$ cat config.mk
export PLATFORM = sky130hd
export DESIGN_NAME = ltos_train
export DESIGN_NICKNAME = d
export VERILOG_FILES = /design/src/ltos_pkg.sv /design/src/ltos_lane_rx.sv /design/src/ltos_train.sv
export SDC_FILE = /design/constraint.sdc
export NUM_CORES = 1
export LEC_CHECK = 0
export BUFFER_PORTS_ARGS = -buffer_cell sky130_fd_sc_hd__buf_4
export CORE_MARGIN = 2
export CORE_UTILIZATION = 38
export DETAILED_ROUTE_END_ITERATION = 10
export SYNTH_ARGS = -nofsm -noshare
export SYNTH_HDL_FRONTEND = slang
export SYNTH_HIERARCHICAL = 1
export SYNTH_SLANG_ARGS = --single-unit
export TNS_END_PERCENT = 30
$ cat constraint.sdc
create_clock -name clk -period 7.5 [get_ports clk]
set_input_delay 1.5 -clock clk [delete_from_list [all_inputs] [get_ports clk]]
set_output_delay 1.5 -clock clk [all_outputs]
set_load 0.005 [all_outputs]
$ cat src/ltos_pkg.sv
/*
  Shared constants for the link training block: symbol codes, training set
  layout, field bits, training counts and the one-hot training state type.
  Assumes one 8-bit symbol plus a control flag per lane per clock.
*/
`default_nettype none
package ltos_pkg;
  // ==========================================================
  // Symbol codes
  localparam logic [7:0] SYM_COM     = 8'hbc;
  localparam logic [7:0] SYM_PAD     = 8'hf7;
  localparam logic [7:0] SYM_SKP     = 8'h1c;
  localparam logic [7:0] ID_TS1      = 8'h4a;
  localparam logic [7:0] ID_TS1_INV  = 8'hb5;
  localparam logic [7:0] ID_TS2      = 8'h45;
  localparam logic [7:0] ID_TS2_INV  = 8'hba;
  localparam logic [7:0] LANE_MAX    = 8'h1f;
  localparam logic [7:0] SYM_ZERO    = 8'h00;
  // ==========================================================
  // Training set layout
  localparam logic [3:0] IDX_COM     = 4'h0;
  localparam logic [3:0] IDX_LINK    = 4'h1;
  localparam logic [3:0] IDX_LANE    = 4'h2;
  localparam logic [3:0] IDX_NFTS    = 4'h3;
  localparam logic [3:0] IDX_RATE    = 4'h4;
  localparam logic [3:0] IDX_CTRL    = 4'h5;
  localparam logic [3:0] IDX_ID      = 4'h6;
  localparam logic [3:0] IDX_LAST    = 4'hf;
  localparam int         TS_LEN      = 16;
  localparam logic [7:0] RATE_GEN1   = 8'h02;
  localparam logic [7:0] RATE_GEN2   = 8'h04;
  localparam int         RATE_UPCFG_BIT = 6;
  localparam int         CTRL_COMPL_BIT = 4;
  // ==========================================================
  // Training counts
  localparam logic [3:0] LOCK_SETS   = 4'h8;
  localparam logic [4:0] RX_NEED     = 5'h08;
  localparam logic [4:0] TX_NEED     = 5'h10;
  // ==========================================================
  // Training states
  typedef enum logic [3:0] {
    ST_DETECT = 4'b0001,
    ST_POLL   = 4'b0010,
    ST_CONFIG = 4'b0100,
    ST_L0     = 4'b1000
  } ltos_state_t;
endpackage
`default_nettype wire

$ cat src/ltos_lane_rx.sv
/*
  Per-lane receive parser: finds COM, walks the sixteen training symbols,
  classifies TS1/TS2, drops skip sets, tracks lock and lane polarity.
  Assumes symbols arrive unscrambled, one per clock, already 8b decoded.
*/
`timescale 1ns/1ps
`default_nettype none
module ltos_lane_rx (
  input  wire logic       clk,
  input  wire logic       nrst,
  input  wire logic [7:0] rx_data,
  input  wire logic       rx_is_k,
  output logic            ts1_ok,
  output logic            ts2_ok,
  output logic            locked,
  output logic            rx_invert,
  output logic [7:0]      link_num,
  output logic            link_pad,
  output logic [7:0]      lane_num,
  output logic [7:0]      nfts,
  output logic [7:0]      rate,
  output logic            compl_rx,
  output logic            upcfg
);
  import ltos_pkg::*;

  typedef struct packed {
    logic [3:0] idx;
    logic       in_set;
    logic       bad;
    logic       is_ts2;
    logic       pol;
    logic [3:0] lock_cnt;
    logic       locked;
    logic [7:0] link;
    logic       link_pad;
    logic [7:0] lane;
    logic [7:0] nfts;
    logic [7:0] rate;
    logic [7:0] ctrl;
    logic       compl;
    logic       upcfg;
    logic       ts1_p;
    logic       ts2_p;
  } ltos_lrx_t;

  ltos_lrx_t r_r;
  ltos_lrx_t r_nxt;
  logic [7:0] d;
  logic [7:0] exp_id;
  logic       com;

  always_comb
  begin
    // Control symbols keep their code; only data bytes see the inversion
    d      = (rx_is_k || !r_r.pol) ? rx_data : ~rx_data;
    exp_id = r_r.is_ts2 ? ID_TS2 : ID_TS1;
    com    = rx_is_k && (rx_data == SYM_COM);
    r_nxt  = r_r;
    r_nxt.ts1_p = 1'b0;
    r_nxt.ts2_p = 1'b0;
    if (com)
    begin
      // COM restarts the walk, even inside a broken set
      r_nxt.in_set = 1'b1;
      r_nxt.idx    = IDX_LINK;
      r_nxt.bad    = 1'b0;
    end
    else if (r_r.in_set)
    begin
      r_nxt.idx = r_r.idx + 4'h1;
      case (r_r.idx)
        IDX_LINK:
        begin
          if (rx_is_k && rx_data == SYM_SKP)
            r_nxt.in_set = 1'b0;
          else if (rx_is_k && rx_data != SYM_PAD)
            r_nxt.bad = 1'b1;
          r_nxt.link     = d;
          r_nxt.link_pad = rx_is_k;
        end
        IDX_LANE:
        begin
          if (rx_is_k ? (rx_data != SYM_PAD) : (d > LANE_MAX))
            r_nxt.bad = 1'b1;
          r_nxt.lane = d;
        end
        IDX_NFTS:
        begin
          r_nxt.bad  = r_r.bad | rx_is_k;
          r_nxt.nfts = d;
        end
        IDX_RATE:
        begin
          r_nxt.bad  = r_r.bad | rx_is_k;
          r_nxt.rate = d;
        end
        IDX_CTRL:
        begin
          r_nxt.bad  = r_r.bad | rx_is_k;
          r_nxt.ctrl = d;
        end
        IDX_ID:
        begin
          if (rx_is_k)
            r_nxt.bad = 1'b1;
          else if (d == ID_TS1)
            r_nxt.is_ts2 = 1'b0;
          else if (d == ID_TS2)
            r_nxt.is_ts2 = 1'b1;
          else if (d == ID_TS1_INV)
          begin
            r_nxt.is_ts2 = 1'b0;
            r_nxt.pol    = 1'b1;
          end
          else if (d == ID_TS2_INV)
          begin
            r_nxt.is_ts2 = 1'b1;
            r_nxt.pol    = 1'b1;
          end
          else
            r_nxt.bad = 1'b1;
        end
        default:
        begin
          if (rx_is_k || d != exp_id)
            r_nxt.bad = 1'b1;
          if (r_r.idx == IDX_LAST)
          begin
            r_nxt.in_set = 1'b0;
            if (!r_r.bad && !rx_is_k && d == exp_id)
            begin
              r_nxt.ts1_p = !r_r.is_ts2;
              r_nxt.ts2_p = r_r.is_ts2;
              if (!r_r.is_ts2)
                r_nxt.compl = r_r.ctrl[CTRL_COMPL_BIT];
              else
                r_nxt.upcfg = r_r.rate[RATE_UPCFG_BIT];
              if (r_r.lock_cnt != LOCK_SETS)
                r_nxt.lock_cnt = r_r.lock_cnt + 4'h1;
              r_nxt.locked = (r_nxt.lock_cnt == LOCK_SETS);
            end
            else
            begin
              // A broken set drops symbol lock; polarity stays learned
              r_nxt.lock_cnt = 4'h0;
              r_nxt.locked   = 1'b0;
            end
          end
        end
      endcase
    end
  end

  always_ff @(posedge clk or negedge nrst)
  begin
    if (!nrst)
      r_r <= '0;
    else
      r_r <= r_nxt;
  end

  assign ts1_ok    = r_r.ts1_p;
  assign ts2_ok    = r_r.ts2_p;
  assign locked    = r_r.locked;
  assign rx_invert = r_r.pol;
  assign link_num  = r_r.link;
  assign link_pad  = r_r.link_pad;
  assign lane_num  = r_r.lane;
  assign nfts      = r_r.nfts;
  assign rate      = r_r.rate;
  assign compl_rx  = r_r.compl;
  assign upcfg     = r_r.upcfg;
endmodule
`default_nettype wire

$ cat src/ltos_train.sv
/*
  Link training sequencer: detect, polling, configuration and working state,
  TS1/TS2 generation per lane, lock, width, rate, reversal and skew checks.
  Assumes transceivers report lane presence, deliver decoded symbols and
  accept one symbol per lane per clock; the data link layer reports active.
*/
`timescale 1ns/1ps
`default_nettype none
module ltos_train #(
  parameter int         LANES     = 4,
  parameter logic [7:0] LINK_NUM  = 8'h00,
  parameter logic [7:0] N_FTS     = 8'h20,
  parameter bit         GEN2      = 1'b1
) (
  input  wire logic                 clk,
  input  wire logic                 nrst,
  input  wire logic                 cfg_done,
  input  wire logic [LANES-1:0]     rx_present,
  input  wire logic [LANES*8-1:0]   rx_data,
  input  wire logic [LANES-1:0]     rx_is_k,
  input  wire logic                 dl_active,
  output logic [LANES*8-1:0]        tx_data,
  output logic [LANES-1:0]          tx_is_k,
  output logic [LANES-1:0]          tx_elec_idle,
  output logic                      tx_os_bypass,
  output logic [LANES-1:0]          rx_invert,
  output ltos_pkg::ltos_state_t     ltssm_state,
  output logic [4:0]                link_width,
  output logic                      link_up,
  output logic                      link_gen2,
  output logic                      lane_reversed,
  output logic                      partner_compl_rx,
  output logic                      partner_upcfg,
  output logic [7:0]                partner_nfts
);
  import ltos_pkg::*;

  if (LANES < 1 || LANES > 16)
  begin : g_bad_lanes
    $error("LANES must be 1 to 16");
  end

  typedef struct packed {
    ltos_state_t          state;
    logic [3:0]           tx_idx;
    logic                 tx_ts2;
    logic [4:0]           tx_cnt;
    logic [4:0]           rx_cnt;
    logic [LANES-1:0]     active;
    logic                 deskew_ok;
    logic                 rev;
    logic                 gen2;
    logic                 link_up;
    logic                 bypass;
    logic [LANES*8-1:0]   txd;
    logic [LANES-1:0]     txk;
    logic [LANES-1:0]     eidle;
  } ltos_trn_t;

  ltos_trn_t r_r;
  ltos_trn_t r_nxt;

  logic [LANES-1:0]   ts1_ok;
  logic [LANES-1:0]   ts2_ok;
  logic [LANES-1:0]   locked;
  logic [LANES-1:0]   link_pad;
  logic [LANES-1:0]   compl_rx;
  logic [LANES-1:0]   upcfg;
  logic [LANES*8-1:0] link_num;
  logic [LANES*8-1:0] lane_num;
  logic [LANES*8-1:0] nfts;
  logic [LANES*8-1:0] rate;

  // ==========================================================
  // Helpers
  function automatic logic [4:0] popcount(input logic [LANES-1:0] v);
    logic [4:0] c;
    c = 5'h00;
    for (int i = 0; i < LANES; i++)
      c = c + {4'h0, v[i]};
    return c;
  endfunction

  function automatic logic [4:0] sat_inc(input logic [4:0] v, input logic [4:0] lim);
    return (v >= lim) ? v : v + 5'h01;
  endfunction

  // Control flag in bit 8, symbol byte below
  function automatic logic [8:0] ts_sym(input logic [3:0] idx, input logic ts2,
                                        input logic cfg, input logic [7:0] lane);
    case (idx)
      IDX_COM:  ts_sym = {1'b1, SYM_COM};
      IDX_LINK: ts_sym = cfg ? {1'b0, LINK_NUM} : {1'b1, SYM_PAD};
      IDX_LANE: ts_sym = cfg ? {1'b0, lane} : {1'b1, SYM_PAD};
      IDX_NFTS: ts_sym = {1'b0, N_FTS};
      IDX_RATE: ts_sym = {1'b0, RATE_GEN1 | (GEN2 ? RATE_GEN2 : SYM_ZERO)};
      IDX_CTRL: ts_sym = {1'b0, SYM_ZERO};
      default:  ts_sym = {1'b0, ts2 ? ID_TS2 : ID_TS1};
    endcase
  endfunction

  // ==========================================================
  // Lane receivers
  for (genvar g = 0; g < LANES; g++)
  begin : g_lane
    ltos_lane_rx u_rx (
      .clk       (clk),
      .nrst      (nrst),
      .rx_data   (rx_data[g*8 +: 8]),
      .rx_is_k   (rx_is_k[g]),
      .ts1_ok    (ts1_ok[g]),
      .ts2_ok    (ts2_ok[g]),
      .locked    (locked[g]),
      .rx_invert (rx_invert[g]),
      .link_num  (link_num[g*8 +: 8]),
      .link_pad  (link_pad[g]),
      .lane_num  (lane_num[g*8 +: 8]),
      .nfts      (nfts[g*8 +: 8]),
      .rate      (rate[g*8 +: 8]),
      .compl_rx  (compl_rx[g]),
      .upcfg     (upcfg[g])
    );
  end

  // ==========================================================
  // Sequencer
  logic             set_end;
  logic             all_locked;
  logic             any_ts1;
  logic             any_ts2;
  logic             any_cfg;
  logic             any_match;
  logic [LANES-1:0] ends;
  logic [4:0]       width;
  logic [8:0]       sym;

  always_comb
  begin
    set_end    = (r_r.tx_idx == IDX_LAST);
    ends       = (ts1_ok | ts2_ok) & r_r.active;
    all_locked = &(locked | ~r_r.active);
    any_ts1    = |(ts1_ok & r_r.active);
    any_ts2    = |(ts2_ok & r_r.active);
    any_cfg    = |(ends & ~link_pad);
    any_match  = |(ts2_ok & r_r.active & ~link_pad);
    width      = popcount(r_r.active);
    sym        = 9'h000;
    r_nxt      = r_r;
    r_nxt.tx_idx  = r_r.tx_idx + 4'h1;
    r_nxt.link_up = 1'b0;
    case (r_r.state)
      ST_DETECT:
      begin
        r_nxt.tx_ts2 = 1'b0;
        r_nxt.tx_cnt = 5'h00;
        r_nxt.rx_cnt = 5'h00;
        r_nxt.tx_idx = IDX_COM;
        if (cfg_done && |rx_present)
        begin
          r_nxt.active = rx_present;
          r_nxt.state  = ST_POLL;
        end
      end
      ST_POLL:
      begin
        if (!r_r.tx_ts2)
        begin
          if (any_ts1 || any_ts2)
            r_nxt.rx_cnt = sat_inc(r_r.rx_cnt, RX_NEED);
          if (all_locked && r_r.rx_cnt >= RX_NEED && set_end)
          begin
            r_nxt.tx_ts2 = 1'b1;
            r_nxt.rx_cnt = 5'h00;
            r_nxt.tx_cnt = 5'h00;
          end
        end
        else
        begin
          if (any_ts2)
            r_nxt.rx_cnt = sat_inc(r_r.rx_cnt, RX_NEED);
          if (set_end)
            r_nxt.tx_cnt = sat_inc(r_r.tx_cnt, TX_NEED);
          if (r_r.rx_cnt >= RX_NEED && r_r.tx_cnt >= TX_NEED && set_end)
          begin
            r_nxt.state  = ST_CONFIG;
            r_nxt.tx_ts2 = 1'b0;
            r_nxt.rx_cnt = 5'h00;
            r_nxt.tx_cnt = 5'h00;
          end
        end
      end
      ST_CONFIG:
      begin
        // Skew is judged by whether every active lane ends its set together
        if (|ends)
          r_nxt.deskew_ok = (ends == r_r.active);
        if (!r_r.tx_ts2)
        begin
          if (any_cfg)
            r_nxt.rx_cnt = sat_inc(r_r.rx_cnt, RX_NEED);
          if (r_r.rx_cnt >= RX_NEED && set_end)
          begin
            r_nxt.tx_ts2 = 1'b1;
            r_nxt.rx_cnt = 5'h00;
            r_nxt.tx_cnt = 5'h00;
          end
        end
        else
        begin
          if (any_match)
            r_nxt.rx_cnt = sat_inc(r_r.rx_cnt, RX_NEED);
          if (set_end)
            r_nxt.tx_cnt = sat_inc(r_r.tx_cnt, TX_NEED);
          if (r_r.rx_cnt >= RX_NEED && r_r.tx_cnt >= TX_NEED && set_end
              && r_r.deskew_ok)
          begin
            r_nxt.state = ST_L0;
            r_nxt.gen2  = GEN2 && rate[2];
            r_nxt.rev   = (width > 5'h01) &&
                          (lane_num[7:0] == {3'h0, width - 5'h01});
          end
        end
      end
      ST_L0:
      begin
        r_nxt.link_up = dl_active;
      end
      default:
      begin
        r_nxt.state = ST_DETECT;
      end
    endcase
    if (!cfg_done)
    begin
      r_nxt.state     = ST_DETECT;
      r_nxt.deskew_ok = 1'b0;
      r_nxt.link_up   = 1'b0;
    end
    // Ordered sets leave unscrambled; the bypass flag tells the scrambler
    r_nxt.bypass = (r_r.state == ST_POLL) || (r_r.state == ST_CONFIG);
    for (int i = 0; i < LANES; i++)
    begin
      sym = ts_sym(r_r.tx_idx, r_r.tx_ts2, r_r.state == ST_CONFIG, 8'(i));
      if (!r_nxt.bypass || !r_r.active[i])
        sym = 9'h000;
      r_nxt.txd[i*8 +: 8] = sym[7:0];
      r_nxt.txk[i]        = sym[8];
      r_nxt.eidle[i]      = (r_r.state == ST_DETECT) || !r_r.active[i];
    end
  end

  always_ff @(posedge clk or negedge nrst)
  begin
    if (!nrst)
    begin
      r_r       <= '0;
      r_r.state <= ST_DETECT;
      r_r.eidle <= '1;
    end
    else
      r_r <= r_nxt;
  end

  assign tx_data          = r_r.txd;
  assign tx_is_k          = r_r.txk;
  assign tx_elec_idle     = r_r.eidle;
  assign tx_os_bypass     = r_r.bypass;
  assign ltssm_state      = r_r.state;
  assign link_width       = popcount(r_r.active);
  assign link_up          = r_r.link_up;
  assign link_gen2        = r_r.gen2;
  assign lane_reversed    = r_r.rev;
  assign partner_compl_rx = compl_rx[0];
  assign partner_upcfg    = upcfg[0];
  assign partner_nfts     = nfts[7:0];

  // ==========================================================
  // Checks
  logic tx_com0;
  logic tx_id0;
  assign tx_com0 = tx_is_k[0] && tx_data[7:0] == SYM_COM;
  assign tx_id0  = !tx_is_k[0] && (tx_data[7:0] == ID_TS1 || tx_data[7:0] == ID_TS2);
endmodule
`default_nettype wire

==> metrics.txt <==
HP Class reg -> reg; Tot GR Track Use between 10% and 20%; CORE AREA between 20000 and 25000 µm²; Pins Over Slew Limit 0; WP data arrival approximately 2.3 ns; Hold Violations, Final 0; met3 usage 2.94%; status completed; clk slew on worst S/H paths 0.07 ns; relative slew slack between 30% and 40%; die width 160 µm; post-cts sizing count 0; nature of the critical path endpoint output port; CTS Root Cell clkbuf_16; Die Ht 160 µm; Initial Utilization between 30% and 40%; RSZ-0062 raised after global routing false; fin nets about 1100; GPL Wtd Cong about 0.84; ratio of cells with drive above 1 in the final layout around a fifth; CP delay by family, top adder cells; Top Usage Layer GRT met2; Sink Count around 150; dpl cell area 9710 µm²; PwrDens roughly 280 nW/µm²; WL per Instance around 15 µm; Peak VDD IR 0.154 mV; Routed WL about 19000 µm; Max Buffers Root-to-Sink 2; worst-path fanout max 9; DRC violations left 0; CP max-delay cell dfrtp_1; Vias/cell around 5.2; Data required, critical path around 6 ns; DRT antenna net count 0; starting DRC count in detailed routing between 400 and 500; syn_area_per_cell around 9.6 µm²; worst skew pair latency 0.42 ns; vias in the first global route between 6000 and 7000; sequence of cells on the critical path inv_2, fa_1, inv_1, ha_1, inv_1, ha_1, buf_4; Final WS setup about 3.7 ns; Syn-to-layout area delta 11.9%; post-CTS setup buffer count 0; synthesized area between 9000 and 10000 µm²; kind of start point of the critical path flop; Max H-tree Level 4; Die Footprint 25500 µm²; initial antenna violation count 0; Final Cell Area 10300 µm²; Place WS 3.90 ns; CP max stage delay 0.55 ns; highest clock rate 0.266 GHz; row cnt 56; first-pass GRT wire length about 33000 µm; setup_tns 0 ns; total leakage power 4.63 nW; max-cap violations 0; diode count 0; setup violators final 0; drt first pass iters 5; largest net degree at the start of global routing just under 80; I/O pins 111; YS warnings 6; clock tree from TritonCTS done; Tmin final 3.77 ns; Crit Path Class reg -> out; Setup Skew around 0.014 ns; Buffers & Inverters on Critical Path 4; worst slew pin tran 0.933 ns; final cycle utilization of the critical path roughly 50%; Cells after DPL ~1300; M2 GR Usage a little under a quarter; Congestion Overflow GR 0; hold_buf cts 0; Post-Synthesis Cells slightly below 1000; TritonCTS Buffers 17; Vias 6876; PortBufs 108; met1 Usage GRT approximately 22%; Post-Layout Cell Count around 1300; Post-DP HPWL roughly 14000 µm
-- final timing paths --
kind                                   startpoint                    endpoint  slack, ns  depth (start not counted)
hold reg to reg            g_lane[0].u_rx/rate[2]      g_lane[0].u_rx/rate[2]       0.48                          2
hold / removal             g_lane[0].u_rx/rate[2]      g_lane[0].u_rx/rate[2]       0.48                          2
min in group asynchronous                    nrst      g_lane[2].u_rx/r_r[53]       1.10                          1
setup / recovery                          r_r[45]               link_width[1]       3.73                          7
setup reg to reg                          r_r[45]               lane_reversed       4.68                         12
max in group asynchronous                    nrst  g_lane[0].u_rx/lane_num[4]       4.98                          2
-- report_power, final --
group / internal [mW] / switching [mW] / leakage [nW]
logic: 0.425 / 0.525 / 2.46
registers: 0.895 / 0.176 / 1.88
clock network: 0.485 / 0.379 / 0.294
-- worst min-delay path, stage by stage, from the launching register on --
cell     delay (ns)
dfrtp_1        0.34
nand2_1        0.04
o21ai_0        0.06
-- layout by cell type (no fill, tap or decap), types with 5 or more instances in the layout --
cell type	instances
dfrtp_1	140
o31ai_1	5
o21ai_0	40
a22oi_1	6
buf_4	108
a32o_1	6
clkbuf_16	17
mux2i_1	14
nand3b_1	6
dfstp_2	5
mux2_2	8
xnor2_1	17
nor2b_1	6
inv_1	49
xor2_1	16
and3_1	11
a31oi_1	11
and4bb_2	7
a21oi_1	24
or4_1	7
nor3_1	22
ha_1	36
and4b_1	7
nand2_1	82
nand4_1	19
o22ai_1	5
nand3_1	29
nor3_4	6
a21o_1	7
nand2b_1	16
nor2_1	106
nor4_1	11
a22o_1	10
and2_1	9
inv_8	6
-- sequential cells by signal (all words and copies together), names as in the netlist, 2 cells and up --
| signal | count |
|---|---|
| tx_is_k | 3 |
| g_lane.u_rx/rate | 2 |
| g_lane.u_rx/ts2_ok | 4 |
| g_lane.u_rx/r_r | 45 |
| g_lane.u_rx/lane_num | 8 |
| g_lane.u_rx/ts1_ok | 4 |
| g_lane.u_rx/link_pad | 4 |
| g_lane.u_rx/locked | 4 |
| ltssm_state | 4 |
| g_lane.u_rx/rx_invert | 4 |
| tx_elec_idle | 4 |
| r_r | 20 |
| g_lane.u_rx/nfts | 8 |
| tx_data | 25 |
-- area by class of cell --
cell class                 count  area (µm²)
fill                        2257       13300
sequential                   145        3630
timing repair buffer         109         822
multi-input combinational    664        4660
tap                          319         399
clock buffer                  18         439
clock inverter                14         158
inverter                      51         191
-- per-layer routing --
metal | routed length, µm | part of all wire (%)
met2 | 8790 | 45
met3 | 857 | 4.4
met4 | 162 | 0.84
met5 | 0 | 0
met1 | 9530 | 49
-- stage by stage --
stage	hold WS [ns]	util, %	power (mW)
4_1_cts	0.484	43.6	2.92
5_1_grt	0.509	43.6	3.10
2_1_floorplan	0.445	-	1.79
3_3_place_gp	0.469	41.1	2.02
3_5_place_dp	0.471	41.1	2.04
6_report	0.482	43.6	2.89
(Power assumes the default switching activity.)
